==> config.mk <==
export PLATFORM = sky130hd
export DESIGN_NAME = nao_arith
export DESIGN_NICKNAME = d
export VERILOG_FILES = /design/src/hw/nao_arith.v /design/src/hw/nao_mem.v /design/src/hw/nao_adder.v
export VERILOG_INCLUDE_DIRS = /design/src /design/src/hw
export SDC_FILE = /design/constraint.sdc
export NUM_CORES = 1
export LEC_CHECK = 0
export ABC_AREA = 0
export BUFFER_PORTS_ARGS = -buffer_cell sky130_fd_sc_hd__clkbuf_2
export CORE_MARGIN = 2
export CORE_UTILIZATION = 50
export DETAILED_ROUTE_END_ITERATION = 10
export PLACE_DENSITY = 0.65
export SYNTH_ARGS = -nofsm -noshare
export SYNTH_HDL_FRONTEND = slang
export SYNTH_SLANG_ARGS = --single-unit
==> constraint.sdc <==
create_clock -name MCLK -period 14.94 [get_ports MCLK]
set_input_delay 2.241 -clock MCLK [delete_from_list [all_inputs] [get_ports MCLK]]
set_output_delay 2.241 -clock MCLK [all_outputs]
set_load 0.05 [all_outputs]
==> src/hw/nao_defines.vh <==
// Opcode, field and size constants for the nibble arithmetic unit
`ifndef NAO_DEFINES_VH
`define NAO_DEFINES_VH
`define NAO_OP_INC_MEM    8'h0a
`define NAO_OP_DEC_ACC    8'h09
`define NAO_OP_DEC_LOW    8'h19
`define NAO_OP_ADD_MEM    8'h17
`define NAO_OP_REVERSE_SUBTRACT_CARRY_OP_MEM  8'h14
`define NAO_OP_PREFIX     8'h38
`define NAO_OP_ADD_PAGE0  8'h2f
`define NAO_SUB_ADD_HIGH  4'hc
`define NAO_SUB_ADD_LOW   4'h8
`define NAO_SUB_ADD_MEM   4'h4
`define NAO_SUB_REVERSE_SUBTRACT_OP_ACC  4'h1
`define NAO_NIB_ZERO      4'h0
`define NAO_ONE           4'h1
`define NAO_ADDR_W        8
`define NAO_MEM_DEPTH     256
`endif

==> src/hw/nao_arith.v <==
// Arithmetic instruction unit of a 4-bit core: add, inc, dec, reverse sub
`timescale 1ns/10ps
`include "nao_defines.vh"
module nao_arith (
  // Clock and reset
  input  wire       MCLK,
  input  wire       RSTN,
  // Instruction byte stream, one byte per strobe
  input  wire       OP_VALID,
  input  wire [7:0] OP_BYTE,
  // Architectural state
  output reg  [3:0] ACC,
  output reg  [3:0] HIGH_PTR,
  output reg  [3:0] LOW_PTR,
  output reg        CARRY,
  output reg        ZERO,
  output reg        STATUS,
  // Status of the sequencer
  output reg        BUSY,
  output reg        DONE
);
  ////////////////////////////////////////////////////////////////////////
  // States
  localparam ST_FETCH  = 4'b0001;
  localparam ST_SECOND = 4'b0010;
  localparam ST_READ   = 4'b0100;
  localparam ST_EXEC   = 4'b1000;

  // Operation classes latched from the opcode
  localparam K_INC_MEM = 4'd0;
  localparam K_DEC_ACC = 4'd1;
  localparam K_DEC_LOW = 4'd2;
  localparam K_ADD_MEM = 4'd3;
  localparam K_REVERSE_SUBTRACT_CARRY_OP   = 4'd4;
  localparam K_ADD_HI  = 4'd5;
  localparam K_ADD_LO  = 4'd6;
  localparam K_ADDI_M  = 4'd7;
  localparam K_REVERSE_SUBTRACT_OP_A  = 4'd8;
  localparam K_ADD_PG0 = 4'd9;
  localparam K_NONE    = 4'd15;

  reg [3:0] state;
  reg [3:0] next_state;
  reg [3:0] kind;
  reg [3:0] next_kind;
  reg [3:0] imm;
  reg [3:0] next_imm;
  reg [7:0] addr;
  reg [7:0] next_addr;
  reg       prefixed;
  reg       next_prefixed;

  ////////////////////////////////////////////////////////////////////////
  // Datapath
  wire [3:0] mem_q;
  reg  [3:0] opa;
  reg  [3:0] opb;
  reg        cin;
  wire [3:0] sum;
  wire       cout;
  reg        wr_en;

  // Subtraction done as a + ~b + 1, or a + ~b + CARRY for the carry form, so cout is not-borrow
  always @* begin
    opa = `NAO_NIB_ZERO;
    opb = `NAO_NIB_ZERO;
    cin = 1'b0;
    case (kind)
      K_INC_MEM: begin
        opa = mem_q;
        opb = `NAO_ONE;
      end
      K_DEC_ACC: begin
        opa = ACC;
        opb = ~`NAO_ONE;
        cin = 1'b1;
      end
      K_DEC_LOW: begin
        opa = LOW_PTR;
        opb = ~`NAO_ONE;
        cin = 1'b1;
      end
      K_ADD_MEM: begin
        opa = ACC;
        opb = mem_q;
      end
      K_REVERSE_SUBTRACT_CARRY_OP: begin
        opa = mem_q;
        opb = ~ACC;
        cin = CARRY;
      end
      K_ADD_HI: begin
        opa = HIGH_PTR;
        opb = imm;
      end
      K_ADD_LO: begin
        opa = LOW_PTR;
        opb = imm;
      end
      K_ADDI_M: begin
        opa = mem_q;
        opb = imm;
      end
      K_REVERSE_SUBTRACT_OP_A: begin
        opa = imm;
        opb = ~ACC;
        cin = 1'b1;
      end
      K_ADD_PG0: begin
        opa = mem_q;
        opb = imm;
      end
      default: begin opa = `NAO_NIB_ZERO; end
    endcase
  end

  nao_adder u_adder (
    .a    (opa),
    .b    (opb),
    .cin  (cin),
    .sum  (sum),
    .cout (cout)
  );

  // Memory is read one cycle ahead of use through the registered port
  nao_mem u_mem (
    .clk     (MCLK),
    .rd_addr (addr),
    .rd_data (mem_q),
    .wr_en   (wr_en),
    .wr_addr (addr),
    .wr_data (sum)
  );

  always @* begin
    wr_en = 1'b0;
    if (state == ST_EXEC) begin
      wr_en = (kind == K_INC_MEM) || (kind == K_ADDI_M) ||
              (kind == K_ADD_PG0);
    end
  end

  ////////////////////////////////////////////////////////////////////////
  // Decode and sequencing
  function [3:0] sub_kind;
    input [3:0] hi;
    begin
      case (hi)
        `NAO_SUB_ADD_HIGH: sub_kind = K_ADD_HI;
        `NAO_SUB_ADD_LOW:  sub_kind = K_ADD_LO;
        `NAO_SUB_ADD_MEM:  sub_kind = K_ADDI_M;
        `NAO_SUB_REVERSE_SUBTRACT_OP_ACC: sub_kind = K_REVERSE_SUBTRACT_OP_A;
        default:           sub_kind = K_NONE;
      endcase
    end
  endfunction

  function needs_mem;
    input [3:0] k;
    begin
      needs_mem = (k == K_INC_MEM) || (k == K_ADD_MEM) ||
                  (k == K_REVERSE_SUBTRACT_CARRY_OP) || (k == K_ADDI_M) ||
                  (k == K_ADD_PG0);
    end
  endfunction

  // Next-state logic; memory forms take one extra read cycle
  always @* begin
    next_state    = state;
    next_kind     = kind;
    next_imm      = imm;
    next_addr     = {HIGH_PTR, LOW_PTR};
    next_prefixed = prefixed;
    case (state)
      ST_FETCH: begin
        next_prefixed = 1'b0;
        if (OP_VALID) begin
          next_state = ST_EXEC;
          case (OP_BYTE)
            `NAO_OP_INC_MEM:   next_kind = K_INC_MEM;
            `NAO_OP_DEC_ACC:   next_kind = K_DEC_ACC;
            `NAO_OP_DEC_LOW:   next_kind = K_DEC_LOW;
            `NAO_OP_ADD_MEM:   next_kind = K_ADD_MEM;
            `NAO_OP_REVERSE_SUBTRACT_CARRY_OP_MEM: next_kind = K_REVERSE_SUBTRACT_CARRY_OP;
            `NAO_OP_PREFIX: begin
              next_kind     = K_NONE;
              next_prefixed = 1'b1;
              next_state    = ST_SECOND;
            end
            `NAO_OP_ADD_PAGE0: begin
              next_kind  = K_ADD_PG0;
              next_state = ST_SECOND;
            end
            default: begin
              next_kind  = K_NONE;
              next_state = ST_FETCH;
            end
          endcase
          if (next_state == ST_EXEC && needs_mem(next_kind)) begin
            next_state = ST_READ;
          end
        end
      end
      ST_SECOND: begin
        if (OP_VALID) begin
          if (prefixed) begin
            next_kind = sub_kind(OP_BYTE[7:4]);
            next_imm  = OP_BYTE[3:0];
          end else begin
            next_imm  = OP_BYTE[7:4];
            next_addr = {`NAO_NIB_ZERO, OP_BYTE[3:0]};
          end
          next_state = needs_mem(next_kind) ? ST_READ : ST_EXEC;
          if (next_kind == K_NONE) begin
            next_state = ST_FETCH;
          end
        end
      end
      ST_READ:  begin
        next_addr  = addr;
        next_state = ST_EXEC;
      end
      ST_EXEC:  begin
        next_addr  = addr;
        next_state = ST_FETCH;
      end
      default:  next_state = ST_FETCH;
    endcase
  end

  ////////////////////////////////////////////////////////////////////////
  // Registers and flags
  always @(posedge MCLK) begin
    if (!RSTN) begin
      state    <= ST_FETCH;
      kind     <= K_NONE;
      imm      <= `NAO_NIB_ZERO;
      addr     <= {`NAO_NIB_ZERO, `NAO_NIB_ZERO};
      prefixed <= 1'b0;
      ACC      <= `NAO_NIB_ZERO;
      HIGH_PTR <= `NAO_NIB_ZERO;
      LOW_PTR  <= `NAO_NIB_ZERO;
      CARRY    <= 1'b0;
      ZERO     <= 1'b0;
      STATUS   <= 1'b0;
      BUSY     <= 1'b0;
      DONE     <= 1'b0;
    end else begin
      state    <= next_state;
      kind     <= next_kind;
      imm      <= next_imm;
      addr     <= next_addr;
      prefixed <= next_prefixed;
      BUSY     <= (next_state != ST_FETCH);
      DONE     <= (state == ST_EXEC);
      if (state == ST_EXEC) begin
        // Zero flag always from the 4-bit result
        ZERO <= (sum == `NAO_NIB_ZERO);
        case (kind)
          K_DEC_ACC, K_REVERSE_SUBTRACT_OP_A: begin
            ACC    <= sum;
            STATUS <= cout;
          end
          K_ADD_MEM: begin
            ACC    <= sum;
            STATUS <= cout;
          end
          K_REVERSE_SUBTRACT_CARRY_OP: begin
            ACC    <= sum;
            CARRY  <= cout;
            STATUS <= cout;
          end
          K_DEC_LOW: begin
            LOW_PTR <= sum;
            STATUS  <= cout;
          end
          K_ADD_LO: begin
            LOW_PTR <= sum;
            STATUS  <= ~cout;
          end
          K_ADD_HI: begin
            HIGH_PTR <= sum;
            STATUS   <= ~cout;
          end
          K_INC_MEM, K_ADDI_M, K_ADD_PG0: begin
            STATUS <= ~cout;
          end
          default: ZERO <= ZERO;
        endcase
      end
    end
  end
endmodule // nao_arith

==> src/hw/nao_mem.v <==
// Data memory of 4-bit nibbles with registered read data
`timescale 1ns/10ps
module nao_mem (
  // Clock
  input  wire       clk,
  // Read port
  input  wire [7:0] rd_addr,
  output reg  [3:0] rd_data,
  // Write port
  input  wire       wr_en,
  input  wire [7:0] wr_addr,
  input  wire [3:0] wr_data
);
  reg [3:0] mem [0:255];

  // Read first (old data on a same-address write), read registered; no reset so it maps to RAM
  always @(posedge clk) begin
    if (wr_en) begin
      mem[wr_addr] <= wr_data;
    end
    rd_data <= mem[rd_addr];
  end
endmodule // nao_mem

==> src/hw/nao_adder.v <==
// 4-bit adder with carry in and carry out of bit 3
`timescale 1ns/10ps
module nao_adder (
  // Operands
  input  wire [3:0] a,
  input  wire [3:0] b,
  input  wire       cin,
  // Result
  output wire [3:0] sum,
  output wire       cout
);
  wire [4:0] full;

  // Sum kept to four bits, overflow goes to cout
  assign full = {1'b0, a} + {1'b0, b} + {4'h0, cin};
  assign sum  = full[3:0];
  assign cout = full[4];
endmodule // nao_adder

==> results.txt <==
H-tree depth = 3
Clock Tree Root = clkbuf_16
I/O pin cnt = 28
P_sw = 1.262 mW
clock sink count = 1066
CP endpoint kind = flip-flop
total wire length = 114.2 mm
die area = 89280 sq um
P&R area growth vs syn = 10.91%
core area = 86480 sq um
layout cells sized above 1 = 0.1932
post-synthesis sequential area ratio = 0.7270
worst setup margin = 10130 ps
Synth cell types = 71
largest net degree at the start of global routing = 261
Core Rows = 108
post-synth net total = 2454
GRT Total Usage = 0.2560
CTS Hold Buffers Added = 0
number of global-route vias before repair = 23921
flops & latches, synth = 1066
DR vias/cell = 6.461
GP Congestion = 0.8843
Int Power = 4.969 mW
die span in y = 298.8 um
global-route wire length before repair = 166.5 mm
Worst setup SP type = flip-flop
switching share of power = 0.2026
Crit Path Max Fanout = 143
Buffers on Ports = 27
Max Root-Sink Buffers = 3
clock power share = 0.440
setup slack at placement = 10140 ps
Cell Pwr Density = 129.3 nW/um^2
status = finished, final reports clean
Final Hold Fails = 0
Setup Skew = 24.17 ps
Fin Setup TNS = 0 ps
CTS tree = built
static power due to leakage = 14.78 nW
final period utilization = 0.3217
RSZ-0062 raised after global routing = no
part of the power in registers = 0.534
Fmax = 208.1 MHz
Ys Warns = 0
total CTS buffers = 105
max-slew violations = 0
Post-DRT Antenna Nets = 0
Die W = 298.8 um
Mapped Cells = 2438
per-cell routed wire length = 30.88 um
setup violators final = 0
total number of vias = 23887
MaxCap Viol Count = 0
Slew HR = 0.1893
Post-synth top flop = edfxtp_1
Synth async-reset ratio = 0
measured slew at the worst slew-check pin = 1216 ps
DRT iter0 DRCs = 3197
Worst-Skew Late Latency = 670 ps
power share of the combinational group = 0.026
CTS resizes = 0
Starting Density = 0.5024
synthesized area per cell = 17.82 sq um
Filler cells = 6592
Peak supply drop = 0.09312 mV
Period minus WS final = 4806 ps
initial antenna violation count = 1
Worst EP required = 15230 ps
drt drc = 0
grt total ovfl = 0
post-DP HPWL = 67.12 mm
WP data arrival = 5090 ps
clk slew on worst S/H paths = 60 ps
EDFF count, synth = 1024
worst min path class = reg -> reg
Layout Nets = 2472
Post-CTS Repair Setup Buffers = 0
synthesized cell area = 43450 sq um
first-pass detailed-route iteration total = 8
Setup CP Type = reg -> reg
## power groups by stage
stage               registers [mW]  clock network (mW)  logic (mW)
CTS                           3.33                2.77       0.165
detailed placement            3.39                   0       0.165
finish                        3.33                2.74       0.164
global route                  3.33                2.88       0.177
global placement              3.39                   0       0.159
floorplan                     3.41                   0      0.0995
## critical path, cell delays in order, from the launching register on
cell	delay, ps
dfxtp_1	920
nor2b_1	230
o21ai_0	140
nand2_1	80
a32o_1	200
a21oi_1	220
fa_1	570
inv_6	740
buf_4	1020
## flip-flops by register name (all words and copies together) (netlist names)
register       count
imm                4
state              4
addr               8
CARRY              1
LOW_PTR            4
prefixed           1
u_mem.mem       1024
DONE               1
ZERO               1
kind               4
u_mem.rd_data      4
BUSY               1
HIGH_PTR           4
ACC                4
STATUS             1
## cell usage after synthesis (9+ instances only)
cell type / instances / area share
edfxtp_1: 1024 / 0.71
nor2_1: 335 / 0.029
mux4_2: 234 / 0.12
mux2i_1: 107 / 0.025
nand2_1: 103 / 0.0089
clkbuf_1: 82 / 0.0071
nand3_1: 53 / 0.0061
a21oi_1: 45 / 0.0052
dfxtp_1: 42 / 0.019
buf_2: 39 / 0.0045
a22oi_1: 34 / 0.0059
nor2b_1: 26 / 0.0037
o21ai_0: 25 / 0.0029
a211oi_1: 20 / 0.0035
inv_1: 15 / 0.0013
nand2b_1: 15 / 0.0022
and2_1: 13 / 0.0019
nand4_1: 13 / 0.0019
buf_4: 12 / 0.0021
nor3_1: 11 / 0.0013
a32oi_1: 10 / 0.0020
buf_1: 10 / 0.00086
buf_6: 10 / 0.0026
o2111ai_1: 10 / 0.0020
nor4_1: 9 / 0.0013
## worst paths after layout
path	start	endpoint	slack (ps)	cells past startpoint
worst max-delay path	kind[3]$_SDFFE_PN1P_	u_mem.mem[149][0]$_DFFE_PP_	10130	8
worst min-delay path	ZERO$_SDFFE_PN0P_	ZERO$_SDFFE_PN0P_	490	2
worst max register to register	kind[3]$_SDFFE_PN1P_	u_mem.mem[149][0]$_DFFE_PP_	10130	8
worst min register to register	ZERO$_SDFFE_PN0P_	ZERO$_SDFFE_PN0P_	490	2
## cell type report
type,instances,area [sq um],area share
tap,1155,1445,0.02999
multi-input combinational,1198,11030,0.2288
inverter,17,75.07,0.001558
clock buffer,123,2738,0.05681
sequential,1066,31600,0.6558
clock inverter,69,824.5,0.01711
timing repair buffer,68,478.0,0.009918
antenna,1,2.502,0.00005193
## layer usage
layer	vias to the layer above	global-route usage	wire, um
li1	9831	-	-
met3	260	0.04995	11270
met1	12389	0.3644	45140
met2	1405	0.3949	53300
met5	-	0.005291	64
met4	2	0.09905	4394
## placed cells by master, fill, tap and decap left out, types with 16 or more instances in the layout
master,n
edfxtp_1,1024
nor2_1,335
mux4_2,234
mux2i_1,107
clkbuf_16,107
nand2_1,92
nand3_1,53
a21oi_1,45
dfxtp_1,38
buf_4,37
a22oi_1,34
clkbuf_2,28
o21ai_0,25
clkinv_1,25
nor2b_1,24
a211oi_1,20
bufinv_16,18
clkinv_2,16
clkbuf_1,16
## cells by family after synthesis
group                      synth area share
DFF                                  0.7270
and+or+nand+nor                     0.06278
muxes                                0.1500
AOI/OAI and AO/OA                   0.03677
buffers and inverters               0.02042
xor gates and xnor gates           0.001210
adders and majority gates          0.001785
## metrics by stage
stage               instance area, sq um  std cells  power (mW)    util  hold slack, ps
finish                             48190       3697       6.231  0.5572           485.0
global route                       48190       3696       6.382  0.5572           519.3
CTS                                48180       3695       6.256  0.5571           482.4
detailed placement                 44620       3503       3.554  0.5160           474.1
global placement                   44620       3503       3.549  0.5160           455.5
floorplan                          43450       2438       3.507       -           490.6
No activity file was read; power rests on OpenSTA's default activity.
